`src/hdl/phy_page_cfg.svh`:
```
// offsets, field positions, reset values and timing counts of the paged registers
`ifndef PHY_PAGE_CFG_SVH
`define PHY_PAGE_CFG_SVH

// register indices; the byte address is four times the index
`define IDX_EVENT 6'h05
`define IDX_SELECT 6'h07
`define IDX_WIN0 6'h08
`define IDX_WIN1 6'h09
`define IDX_WINA 6'h0a
`define IDX_WINB 6'h0b
`define IDX_WINC 6'h0c
`define IDX_WIND 6'h0d
`define IDX_WINE 6'h0e
`define IDX_WINF 6'h0f
`define IDX_IRQ_STAT 6'h10
`define IDX_IRQ_MASK 6'h11

// page numbers
`define PAGE_PORT 3'h0
`define PAGE_IDENT 3'h1

// field positions
`define BIT_RESUME_INT 0
`define BIT_PORT_EVENT 5
`define BIT_DISABLED 7
`define BIT_INT_EN 3
`define BIT_FAULT 4

// irq status bit positions
`define IRQ_PORT_EVENT 0
`define IRQ_FAULT 1
`define IRQ_RESUME 2

// reset values
`define RST_CONFORMANCE 8'h01
`define RST_SELECT 8'h00
`define RST_MASK 3'h0

// contact scrape filter: least stable time, in ns, at the 40 MHz pclk
`define FILTER_NS 2000
`define PCLK_MHZ 40
`define FILTER_CYC ((`FILTER_NS * `PCLK_MHZ + 999) / 1000)

`endif

```
`src/hdl/phy_page_pkg.sv`:
```
// types shared by the paged port and identification registers
package phy_page_pkg;

    // line state code of one cable pair
    typedef enum logic [1:0] {
        LINE_INVALID = 2'h0,
        LINE_ONE = 2'h1,
        LINE_ZERO = 2'h2,
        LINE_HIGHZ = 2'h3
    } line_state_e;

    // negotiated speed code
    typedef enum logic [2:0] {
        SPEED_BASE = 3'h0,
        SPEED_DOUBLE = 3'h1,
        SPEED_QUAD = 3'h2
    } speed_e;

    // live status of one port, as the port logic reports it
    typedef struct packed {
        line_state_e line_a;
        line_state_e line_b;
        logic child;
        speed_e speed;
    } port_status_s;

endpackage

```
`src/hdl/phy_page_regs.sv`:
```
// paged port status and identification register window behind an apb slave
`timescale 1ns/100ps
`default_nettype none
`include "phy_page_cfg.svh"

// How it works
// - window 8h-Fh chosen by register 7h
// - page zero plus port number shows port
// - a-pair line state at bits 1:0
// - b-pair line state at bits 3:2
// - bit 4 shows child one, parent zero
// - attached bit five, filtered, resets zero
// - bias bit six, filtered against scrape
// - bit seven disables port, resets zero
// - negotiated speed code at bits 2:0
// - enabled port changes set port-change flag
// - fault flag set by suspend/resume error, w1c
// - port-change flag w1c, resume also sets
// - page one shows identification bytes
// - conformance code reads one
// - maker code msb first at Ah-Ch
// - part code msb first at Dh-Fh
module phy_page_regs #(
    parameter int NUM_PORTS = 3,
    parameter logic [23:0] MAKER_CODE = 24'h5a5a01, // value is arbitrary
    parameter logic [23:0] PART_CODE = 24'h0a0b0c, // value is arbitrary
    parameter int FILTER_CYCLES = `FILTER_CYC
) (
    // clock, reset, enable
    input wire logic pclk,
    input wire logic presetn,
    input wire logic ce,
    // apb slave
    input wire logic psel,
    input wire logic penable,
    input wire logic pwrite,
    input wire logic [7:0] paddr,
    input wire logic [31:0] pwdata,
    output logic pready,
    output logic [31:0] prdata,
    output logic pslverr,
    // port status from the port logic
    input wire phy_page_pkg::port_status_s [NUM_PORTS-1:0] port_stat,
    input wire logic [NUM_PORTS-1:0] attach_raw,
    input wire logic [NUM_PORTS-1:0] bias_raw,
    input wire logic [NUM_PORTS-1:0] suspend_error,
    input wire logic [NUM_PORTS-1:0] resume_start,
    // port control and interrupt
    output logic [NUM_PORTS-1:0] port_disable,
    output logic irq
);

    // ------------------------------------------------------------
    // declarations
    // ------------------------------------------------------------
    // filter counter width; one filter per attach and bias level
    localparam int FW = $clog2(FILTER_CYCLES + 1);
    localparam int NF = 2 * NUM_PORTS;

    // global select and event bits
    logic [7:0] select_reg;
    logic resume_int_reg;
    logic port_event_reg;

    // writable bits, one set per port
    logic [NUM_PORTS-1:0] disabled_reg;
    logic [NUM_PORTS-1:0] int_en_reg;
    logic [NUM_PORTS-1:0] fault_reg;

    // filtered levels and run counters
    logic [NF-1:0] filt_reg;
    logic [FW-1:0] filt_cnt_reg [NF];

    // last cycle's watched flags
    logic [3:0] watch_reg [NUM_PORTS];

    // sticky status and its mask
    logic [2:0] irq_stat_reg;
    logic [2:0] irq_mask_reg;

    // bus answer and interrupt flops
    logic pready_reg;
    logic [31:0] prdata_reg;
    logic pslverr_reg;
    logic irq_reg;

    // filter inputs and levels
    logic [NF-1:0] filt_raw;
    logic [NUM_PORTS-1:0] connected;
    logic [NUM_PORTS-1:0] bias;
    logic [NUM_PORTS-1:0] chg;

    // select fields and bus decodes
    logic [2:0] page_sel;
    logic [3:0] port_sel;
    logic port_ok;
    logic [5:0] idx;
    logic setup;
    logic done;
    logic wr_done;
    logic rd_done;
    logic mapped;

    // read path
    logic [7:0] win_byte;
    logic [31:0] event_word;
    logic [31:0] select_word;
    logic [31:0] rd_data;

    // next values of the flags
    logic port_event_next;
    logic [2:0] irq_set;
    logic [2:0] irq_clr;
    logic [2:0] irq_stat_next;
    logic [2:0] irq_mask_next;

    // ------------------------------------------------------------
    // decoding
    // ------------------------------------------------------------

    // true when an index answers on the bus
    // any other index answers with pslverr
    function automatic logic idx_mapped(input logic [5:0] i);
        idx_mapped = (i == `IDX_EVENT) || (i == `IDX_SELECT) ||
                     (i >= `IDX_WIN0 && i <= `IDX_IRQ_MASK);
    endfunction

    // one byte of the window for the chosen page and port
    // an absent port or unused page reads zero
    function automatic logic [7:0] win_read(
        input logic [5:0] i,
        input logic [2:0] pg,
        input logic ok,
        input phy_page_pkg::port_status_s st,
        input logic con,
        input logic bi,
        input logic dis,
        input logic ien,
        input logic flt
    );
        win_read = 8'h00; // reserved reads zero
        if (pg == `PAGE_PORT && ok) begin
            if (i == `IDX_WIN0) begin
                win_read = {dis, bi, con, st.child, st.line_b, st.line_a};
            end else if (i == `IDX_WIN1) begin
                win_read = {3'h0, flt, ien, st.speed};
            end
        end else if (pg == `PAGE_IDENT) begin
            case (i)
                `IDX_WIN0: win_read = `RST_CONFORMANCE;
                `IDX_WINA: win_read = MAKER_CODE[23:16];
                `IDX_WINB: win_read = MAKER_CODE[15:8];
                `IDX_WINC: win_read = MAKER_CODE[7:0];
                `IDX_WIND: win_read = PART_CODE[23:16];
                `IDX_WINE: win_read = PART_CODE[15:8];
                `IDX_WINF: win_read = PART_CODE[7:0];
                default: win_read = 8'h00;
            endcase
        end
    endfunction

    // select fields and bus phases
    // port_ok catches port numbers past the last port,
    // since the field is wider than the port count
    assign page_sel = select_reg[2:0];
    assign port_sel = select_reg[7:4];
    assign port_ok = ({28'h0, port_sel} < NUM_PORTS);
    assign idx = paddr[7:2];
    assign setup = psel & ~penable;
    assign done = psel & penable & pready_reg;
    assign wr_done = done & pwrite & mapped;
    assign rd_done = done & ~pwrite & mapped;
    assign mapped = idx_mapped(idx);

    // window byte for the selected port
    // the narrowed index only matters when port_ok holds
    assign win_byte = win_read(idx, page_sel, port_ok,
                               port_stat[port_sel[$clog2(NUM_PORTS+1)-1:0]],
                               connected[port_sel[$clog2(NUM_PORTS+1)-1:0]],
                               bias[port_sel[$clog2(NUM_PORTS+1)-1:0]],
                               disabled_reg[port_sel[$clog2(NUM_PORTS+1)-1:0]],
                               int_en_reg[port_sel[$clog2(NUM_PORTS+1)-1:0]],
                               fault_reg[port_sel[$clog2(NUM_PORTS+1)-1:0]]);

    // words outside the window
    assign event_word = {24'h0, 2'h0, port_event_reg, 4'h0, resume_int_reg};
    assign select_word = {24'h0, select_reg[7:4], 1'b0, select_reg[2:0]};

    // read mux; unmapped indices read zero
    assign rd_data = (idx == `IDX_EVENT) ? event_word :
                     (idx == `IDX_SELECT) ? select_word :
                     (idx == `IDX_IRQ_STAT) ? {29'h0, irq_stat_reg} :
                     (idx == `IDX_IRQ_MASK) ? {29'h0, irq_mask_reg} :
                     (idx >= `IDX_WIN0 && idx <= `IDX_WINF) ? {24'h0, win_byte} : 32'h0;

    // ------------------------------------------------------------
    // contact scrape filters
    // ------------------------------------------------------------
    // attach filters low, bias filters high
    assign filt_raw = {bias_raw, attach_raw};
    assign connected = filt_reg[NUM_PORTS-1:0];
    assign bias = filt_reg[NF-1:NUM_PORTS];

    // a level must hold for the whole filter time before it shows,
    // so scrape bursts shorter than that never reach the flags;
    // the price is that a real plug change shows that much later
    // and a level that keeps flickering keeps its old value
    genvar g;
    generate
        for (g = 0; g < NF; g = g + 1) begin : g_filt
            always_ff @(posedge pclk or negedge presetn) begin
                if (!presetn) begin
                    filt_reg[g] <= 1'b0;
                    filt_cnt_reg[g] <= '0;
                end else if (ce) begin
                    // agreement restarts the run
                    if (filt_raw[g] == filt_reg[g]) begin
                        filt_cnt_reg[g] <= '0;
                    end else if (filt_cnt_reg[g] == FW'(FILTER_CYCLES - 1)) begin
                        // run complete: take the new level
                        filt_reg[g] <= filt_raw[g];
                        filt_cnt_reg[g] <= '0;
                    end else begin
                        filt_cnt_reg[g] <= filt_cnt_reg[g] + 1'b1;
                    end
                end
            end
        end
    endgenerate

    // ------------------------------------------------------------
    // per-port control and fault
    // ------------------------------------------------------------
    generate
        for (g = 0; g < NUM_PORTS; g = g + 1) begin : g_port
            // write strobes of this port's two bytes
            logic sel_me;
            logic w0;
            logic w1;

            // only a port-page write aimed at this port lands
            assign sel_me = port_ok && (port_sel == 4'(g)) && (page_sel == `PAGE_PORT);
            assign w0 = wr_done && sel_me && (idx == `IDX_WIN0);
            assign w1 = wr_done && sel_me && (idx == `IDX_WIN1);
            // watched flags: connected, bias, disabled, fault
            // any difference from last cycle is a change
            assign chg[g] = watch_reg[g] != {connected[g], bias[g], disabled_reg[g], fault_reg[g]};

            // only the writable bits of the chosen port are stored
            // read-only fields in the same byte are dropped
            always_ff @(posedge pclk or negedge presetn) begin
                if (!presetn) begin
                    disabled_reg[g] <= 1'b0;
                    int_en_reg[g] <= 1'b0;
                    fault_reg[g] <= 1'b0;
                    watch_reg[g] <= 4'h0;
                end else if (ce) begin
                    if (w0) begin
                        disabled_reg[g] <= pwdata[`BIT_DISABLED];
                    end
                    if (w1) begin
                        int_en_reg[g] <= pwdata[`BIT_INT_EN];
                    end
                    // error set wins over a write-one clear
                    if (suspend_error[g]) begin
                        fault_reg[g] <= 1'b1;
                    end else if (w1 && pwdata[`BIT_FAULT]) begin
                        fault_reg[g] <= 1'b0;
                    end
                    watch_reg[g] <= {connected[g], bias[g], disabled_reg[g], fault_reg[g]};
                end
            end
        end
    endgenerate

    // ------------------------------------------------------------
    // global flags and select register
    // ------------------------------------------------------------

    // port-change: set wins over the write-one clear
    // so a change during the clear is never lost
    assign port_event_next = (|(chg & int_en_reg)) ||
                             (resume_int_reg && |resume_start) ||
                             (port_event_reg &&
                              !(wr_done && idx == `IDX_EVENT && pwdata[`BIT_PORT_EVENT]));

    // select, resume enable and port-change flag
    // bit 3 of the select word is not stored
    always_ff @(posedge pclk or negedge presetn) begin
        if (!presetn) begin
            select_reg <= `RST_SELECT;
            resume_int_reg <= 1'b0;
            port_event_reg <= 1'b0;
        end else if (ce) begin
            if (wr_done && idx == `IDX_SELECT) begin
                select_reg <= {pwdata[7:4], 1'b0, pwdata[2:0]};
            end
            if (wr_done && idx == `IDX_EVENT) begin
                resume_int_reg <= pwdata[`BIT_RESUME_INT];
            end
            // next value already holds both set and clear
            port_event_reg <= port_event_next;
        end
    end

    // ------------------------------------------------------------
    // interrupt status and mask
    // ------------------------------------------------------------

    // sticky events; a read clears only the bits it returned,
    // so an event arriving during the read is kept for the next one
    // fault and resume merge all ports into one bit each
    assign irq_set[`IRQ_PORT_EVENT] = port_event_next & ~port_event_reg;
    assign irq_set[`IRQ_FAULT] = |suspend_error;
    assign irq_set[`IRQ_RESUME] = |resume_start;
    assign irq_clr = (rd_done && idx == `IDX_IRQ_STAT) ? prdata_reg[2:0] : 3'h0;
    assign irq_stat_next = (irq_stat_reg & ~irq_clr) | irq_set;

    // irq follows a new mask at once; the old mask
    // would leave the level a cycle late after each write
    assign irq_mask_next = (wr_done && idx == `IDX_IRQ_MASK) ? pwdata[2:0] : irq_mask_reg;

    // status, mask and the level output
    // irq is registered so the pin never glitches
    always_ff @(posedge pclk or negedge presetn) begin
        if (!presetn) begin
            irq_stat_reg <= 3'h0;
            irq_mask_reg <= `RST_MASK;
            irq_reg <= 1'b0;
        end else if (ce) begin
            irq_stat_reg <= irq_stat_next;
            irq_mask_reg <= irq_mask_next;
            irq_reg <= |(irq_stat_next & irq_mask_next);
        end
    end

    // ------------------------------------------------------------
    // apb answer
    // ------------------------------------------------------------

    // no wait state: data is caught in setup, pready rises in the first access cycle
    // a flag that moves in the access cycle shows
    // on the next read instead of this one
    always_ff @(posedge pclk or negedge presetn) begin
        if (!presetn) begin
            pready_reg <= 1'b0;
            prdata_reg <= 32'h0;
            pslverr_reg <= 1'b0;
        end else if (ce) begin
            pready_reg <= setup;
            if (setup) begin
                // writes answer zero data
                prdata_reg <= pwrite ? 32'h0 : rd_data;
                pslverr_reg <= ~mapped;
            end
        end
    end

    // outputs straight from flip-flops
    // disable pins follow the stored bits directly
    // so a write takes effect the next cycle
    assign pready = pready_reg;
    assign prdata = prdata_reg;
    assign pslverr = pslverr_reg;
    assign irq = irq_reg;
    assign port_disable = disabled_reg;

endmodule // phy_page_regs

`default_nettype wire

```
`config.mk`:
```
export PLATFORM = sky130hd
export DESIGN_NAME = phy_page_regs
export DESIGN_NICKNAME = d
export VERILOG_FILES = /design/src/hdl/phy_page_pkg.sv /design/src/hdl/phy_page_regs.sv
export VERILOG_INCLUDE_DIRS = /design/src /design/src/hdl
export SDC_FILE = /design/constraint.sdc
export NUM_CORES = 1
export LEC_CHECK = 0
export BUFFER_PORTS_ARGS = -buffer_cell sky130_fd_sc_hd__buf_2
export CORE_AREA = 2 2 78 154
export CTS_CLUSTER_SIZE = 40
export DETAILED_ROUTE_END_ITERATION = 10
export DIE_AREA = 0 0 80 156
export GPL_TIMING_DRIVEN = 0
export HOLD_SLACK_MARGIN = 0.08
export PLACE_DENSITY = 0.74
export SLEW_MARGIN = 10
export SYNTH_ARGS = -nofsm -noshare
export SYNTH_HDL_FRONTEND = slang
export SYNTH_SLANG_ARGS = --single-unit
```
`constraint.sdc`:
```
create_clock -name pclk -period 1.7 [get_ports pclk]
set_input_delay 0.425 -clock pclk [delete_from_list [all_inputs] [get_ports pclk]]
set_output_delay 0.425 -clock pclk [all_outputs]
set_load 0.01 [all_outputs]
```
* After elaboration in Yosys (flattened, before gate mapping) *
Index checks and enable logic that the tools add are counted.
Widths: inputs -> output; s select.

word-level totals
  flip-flop bits (word level) = 119
  logic and storage cells = 202
  output and inout bits = 38
  input bits = 82

cells by class
  bitwise operators = 23
  reduce and logical (&&, ||, !) cells = 62
  mux-type cells = 43
  equality and inequality tests = 30
  add/subtract/negate cells = 6
  order comparisons = 5

operators with widths
  kind                 number
  $mux 7               13
  $mux 8               9
  $eq 6x4->1 const B   8
  $add 7x1->7 const B  6
  $eq 7x7->1 const B   6
  $pmux 7 s5           1
  $logic_and 1x1->1    28
  $reduce_and 2->1     12
  $reduce_and 3->1     6
  $bmux 8 s2           1
  $eq 6x3->1 const B   2
  $eq 6x5->1 const B   2
  $ne 4x4->1           3
  $reduce_or 3->1      4
  $mux 1               11
  $bmux 1 s2           5
  $not 1->1            10
  $and 3x3->3          3
  $and 1x1->1          8
  $eq 1x1->1           6
  $ge 6x4->1 const B   1
  $le 6x4->1 const B   1
  $le 6x5->1 const B   1
  $mux 3               2
  14 further kinds     20

* Depth between registers and ports, before layout *
  word-level depth = 13
  mapped depth = 7
  mapped depth without buffers = 6

* Worst setup path after synthesis *
Ideal clock, no wire load.

  path kind = input-to-reg
  from = in paddr[3]
  to = reg select_reg[0]
  setup time = 127 ps
  arrival = 1874 ps
  setup slack = -301 ps
  path buffers = 1
  data required time = 1573 ps
  stages on the path = 6
  cells stage by stage = or4b_4 -> o21ai_1 -> and4b_2 -> and2_1 -> buf_4 -> mux2_1

on the way
  longest elaborated chain between the ends = 6
  elaborated cells on any way between the ends = 10
  classes of those cells = order compare: 2; eq/ne: 2; bitwise: 1; reduce/logical: 5

RTL lines
  element                                                                 RTL line              text
  start: declaration                                                      phy_page_regs.sv:37   input wire logic [7:0] paddr,
  $ge 6x4->1 (no line), or another cell as far along                      --
  $logic_and 1x1->1 (no line) / $logic_or 1x1->1 (equally long branches)  --
  $logic_or 1x1->1                                                        phy_page_regs.sv:124  idx_mapped = (i == `IDX_EVENT) || (i == `IDX_SELECT) ||
  $and 1x1->1                                                             phy_page_regs.sv:171  assign wr_done = done & pwrite & mapped;
  $logic_and 1x1->1 (no line) (*)                                         --
  $reduce_and 2->1 (no line) (*)                                          --
  end signal: assignment                                                  phy_page_regs.sv:291  select_reg <= `RST_SELECT;
  end signal: assignment                                                  phy_page_regs.sv:296  select_reg <= {pwdata[7:4], 1'b0, pwdata[2:0]};
  end: declaration                                                        phy_page_regs.sv:61   logic [7:0] select_reg;

Every way passes the cells marked *; elsewhere a longest branch is shown, timed or not.
A chain may end at the register's enable or synchronous reset.

* Worst setup path after layout *
  from = in paddr[5]
  to = reg select_reg[7]

The elaborated chain is that of the path after synthesis.

==> impl_metrics.ini <==
[place]
io_buffers = 68
dp_hpwl_mm = 11.1
place_area_um2 = 6120
place.gp.congestion = 0.958

[grt]
grt_overflow = 0
first_global_vias = 4679
gr-usage-all-layers_pct = 24.3
grt_max_degree = 66
antenna_found_initial = 0
grt_pass1_wl_mm = 23.3

[routing]
drt_iter0_markers = 286
via_per_inst = 5.73
wirelength_mm = 15.2
drc_errors = 0
first_pass_iters = 4
final_antenna_net_count = 0
wl_per_cell_um = 18.8
num_vias = 4627

[yosys]
synth_cells = 541
synth.distinct_cells = 55
seq_area_frac_synth_pct = 44.3
synthArstFlopShare_pct = 100
syn_avg_cell_area_um2 = 9.92
ys.flop_type = dfrtp_1
syn_area_um2 = 5370
ys_ff_latch = 95
synth_edf_count = 0
netlist.area_leader.share_pct = 44.3
synth_warnings = 0
yosys.area.top_type = dfrtp_1
post_synth_main_area_contributors = dfrtp_1 (44%), mux2_2 (5.7%), mux2_1 (4.2%), buf_4 (3.5%), nand2_1 (3.4%)

[floorplanning]
fp.dieH_um = 156
die_area_um2 = 12500
core-area_um2 = 11300
start_util_pct = 47.6
rows = 55
io_pins = 120
die_x_um = 80

[power_and_ir_drop]
power.leakage_nw = 3.13
peakVddDrop_mv = 0.529
pwr_density_cell_nw_per_um2 = 725

[clock_network]
cts-buffers-inserted = 9
cts_num_sinks = 95
clk_pin_slew_ns = 0.07
clock_latency_ns = 0.35
cts_tree = done
htreeDepth = 3
cts_buffer_depth = 2
root_buffer = clkbuf_16

[timing]
grt_setup_unrepaired = yes
timing.fmax_mhz = 539
finalCritPeriodShare_pct = 109
relSlewSlack_pct = 52.7
clock_skew_ns = 0.00660
setup_viol = 19
finalWorstSetupSlack_ns = -0.156
tightestPinTransition_ns = 0.704
tns_ns = -2.20
fin_crit_ns = 1.86
drv_slew = 0
final-hold-violation-count = 0

[cells_and_area]
diodes = 0
stdcell_area_um2 = 6860
drive_above_1_share_pct = 36.0
final_common_cell = dfrtp_1
syn_to_final_growth_pct = 27.8
most-common-layout-cells = dfrtp_1 (93), buf_2 (65), nand2_1 (45), buf_4 (40), nor2_1 (37)
finalNetCount = 749
largest_reg_flops = 42
n_fill_cell = 960

[worst_hold_path]
hold_class = input port to flip-flop

[critical_path]
crit_arrival_ns = 2.09
end_kind = flip-flop
startpoint_type = input port
crit_fanout = 7
crit_type = input port to flip-flop
required_ns = 1.93

[outcome]
violations = negative setup slack
status = finished with violations

[flow_run]
drv_cap = 0
==> through the flow <==
| step | util [%] | hold WS (ns) | cells | power [mW] | setup WS, ns |
|---|---|---|---|---|---|
| 3_5_place_dp | 54.2 | 0.392 | 775 | 3.01 | -0.652 |
| 5_1_grt | 60.8 | 0.302 | 808 | 5.18 | -0.191 |
| 4_1_cts | 59.3 | 0.306 | 802 | 4.96 | -0.145 |
| 3_3_place_gp | 53.9 | 0.465 | 774 | 2.97 | -0.713 |
| 6_report | 60.8 | 0.302 | 808 | 4.98 | -0.156 |
| 2_1_floorplan | - | 0.129 | 564 | 2.76 | -0.289 |
==> final timing paths <==
path,startpoint,end,slack (ns),cells after the start
worst max-delay path,paddr[5],select_reg[7]$_DFFE_PN0P_,-0.16,6
worst min-delay path,pwdata[6],select_reg[6]$_DFFE_PN0P_,0.30,2
worst max register to register,select_reg[4]$_DFFE_PN0P_,prdata[1]$_DFFE_PN0P_,-0.04,7
worst min register to register,pslverr$_DFFE_PN0P_,pslverr$_DFFE_PN0P_,0.48,2
max in group asynchronous,presetn,bias[0]$_DFFE_PN0P_,0.45,3
min in group asynchronous,presetn,filt_cnt_reg[12]$_DFFE_PN0P_,0.56,2
==> synthesized netlist by cell type (2+ instances only) <==
library cell and n:
and3_1 6, o41ai_1 4, or4_1 2, a22o_1 5
ha_1 6, buf_2 2, nand3_1 24, a22oi_1 16
clkbuf_1 16, inv_1 11, nand2_1 49, nand4_1 11
nor2b_1 5, or3_1 3, nand3b_1 2, o311ai_1 2
dfrtp_1 95, o22ai_1 9, nor2_1 41, nor3b_1 3
a21o_1 3, and4bb_2 2, o2bb2ai_1 9, nand2b_1 8
o21ai_0 25, nor4_1 2, xor2_1 20, o21ai_1 11
nor3_1 7, o31ai_1 6, buf_4 25, mux2_1 20
a21oi_1 14, xnor2_1 14, mux2_2 27, mux2i_1 13
a2bb2oi_1 2, o221ai_1 4
==> power by group <==
part | switching [mW] | total [mW] | internal (mW)
combinational | 0.330 | 0.603 | 0.273
clock | 0.879 | 1.95 | 1.07
sequential | 0.0862 | 2.43 | 2.34
total | 1.29 | 4.98 | 3.68
==> logic make-up (layout without fill, tap and decap cells) <==
family | count (synthesis) | count (layout) | share of synthesized area, %
AOI/OAI and AO/OA | 116 | 116 | 14.4
xor gates and xnor gates | 34 | 34 | 5.55
adders and majority gates | 6 | 6 | 1.40
buffers and inverters | 56 | 158 | 5.85
DFF | 95 | 95 | 44.3
muxes | 60 | 60 | 12.3
other | 1 | 24 | 0.0698
and+or+nand+nor | 173 | 173 | 16.2
==> repair_timing <==
item | CTS | global route
cloned | 0 | 0
setup endpoints to repair | 57 | 47
gates resized for setup | 48 | 33
endpoints found under the hold margin | 30 | 0
pin swaps | 9 | 11
hold buffers | 1 | 0
buffers inserted | 11 | 8
==> area by class of cell <==
class	instances	area (µm²)	area share [%]
buffer	41	289	4.21
clock inverter	5	31.3	0.456
timing repair buffer	89	578	8.42
inverter	12	45.0	0.656
multi-input combinational	413	3110	45.3
tap	142	178	2.59
clock buffer	11	253	3.68
sequential	95	2380	34.7
==> layer usage <==
layer	part of all wire [%]	GRT usage (%)	vias to the layer above
met5	0	0	-
met1	33	24.2	2238
met4	5.7	14.9	0
li1	-	-	2159
met3	4.5	3.24	55
met2	57	45.7	175
==> critical path: stages <==
cell and delay (ns):
buf_8 0.09, or4b_4 0.54, o21ai_2 0.08, and4b_2 0.33
and2_4 0.29, mux2_4 0.32
Note: power is estimated with default switching activity, not from simulation.
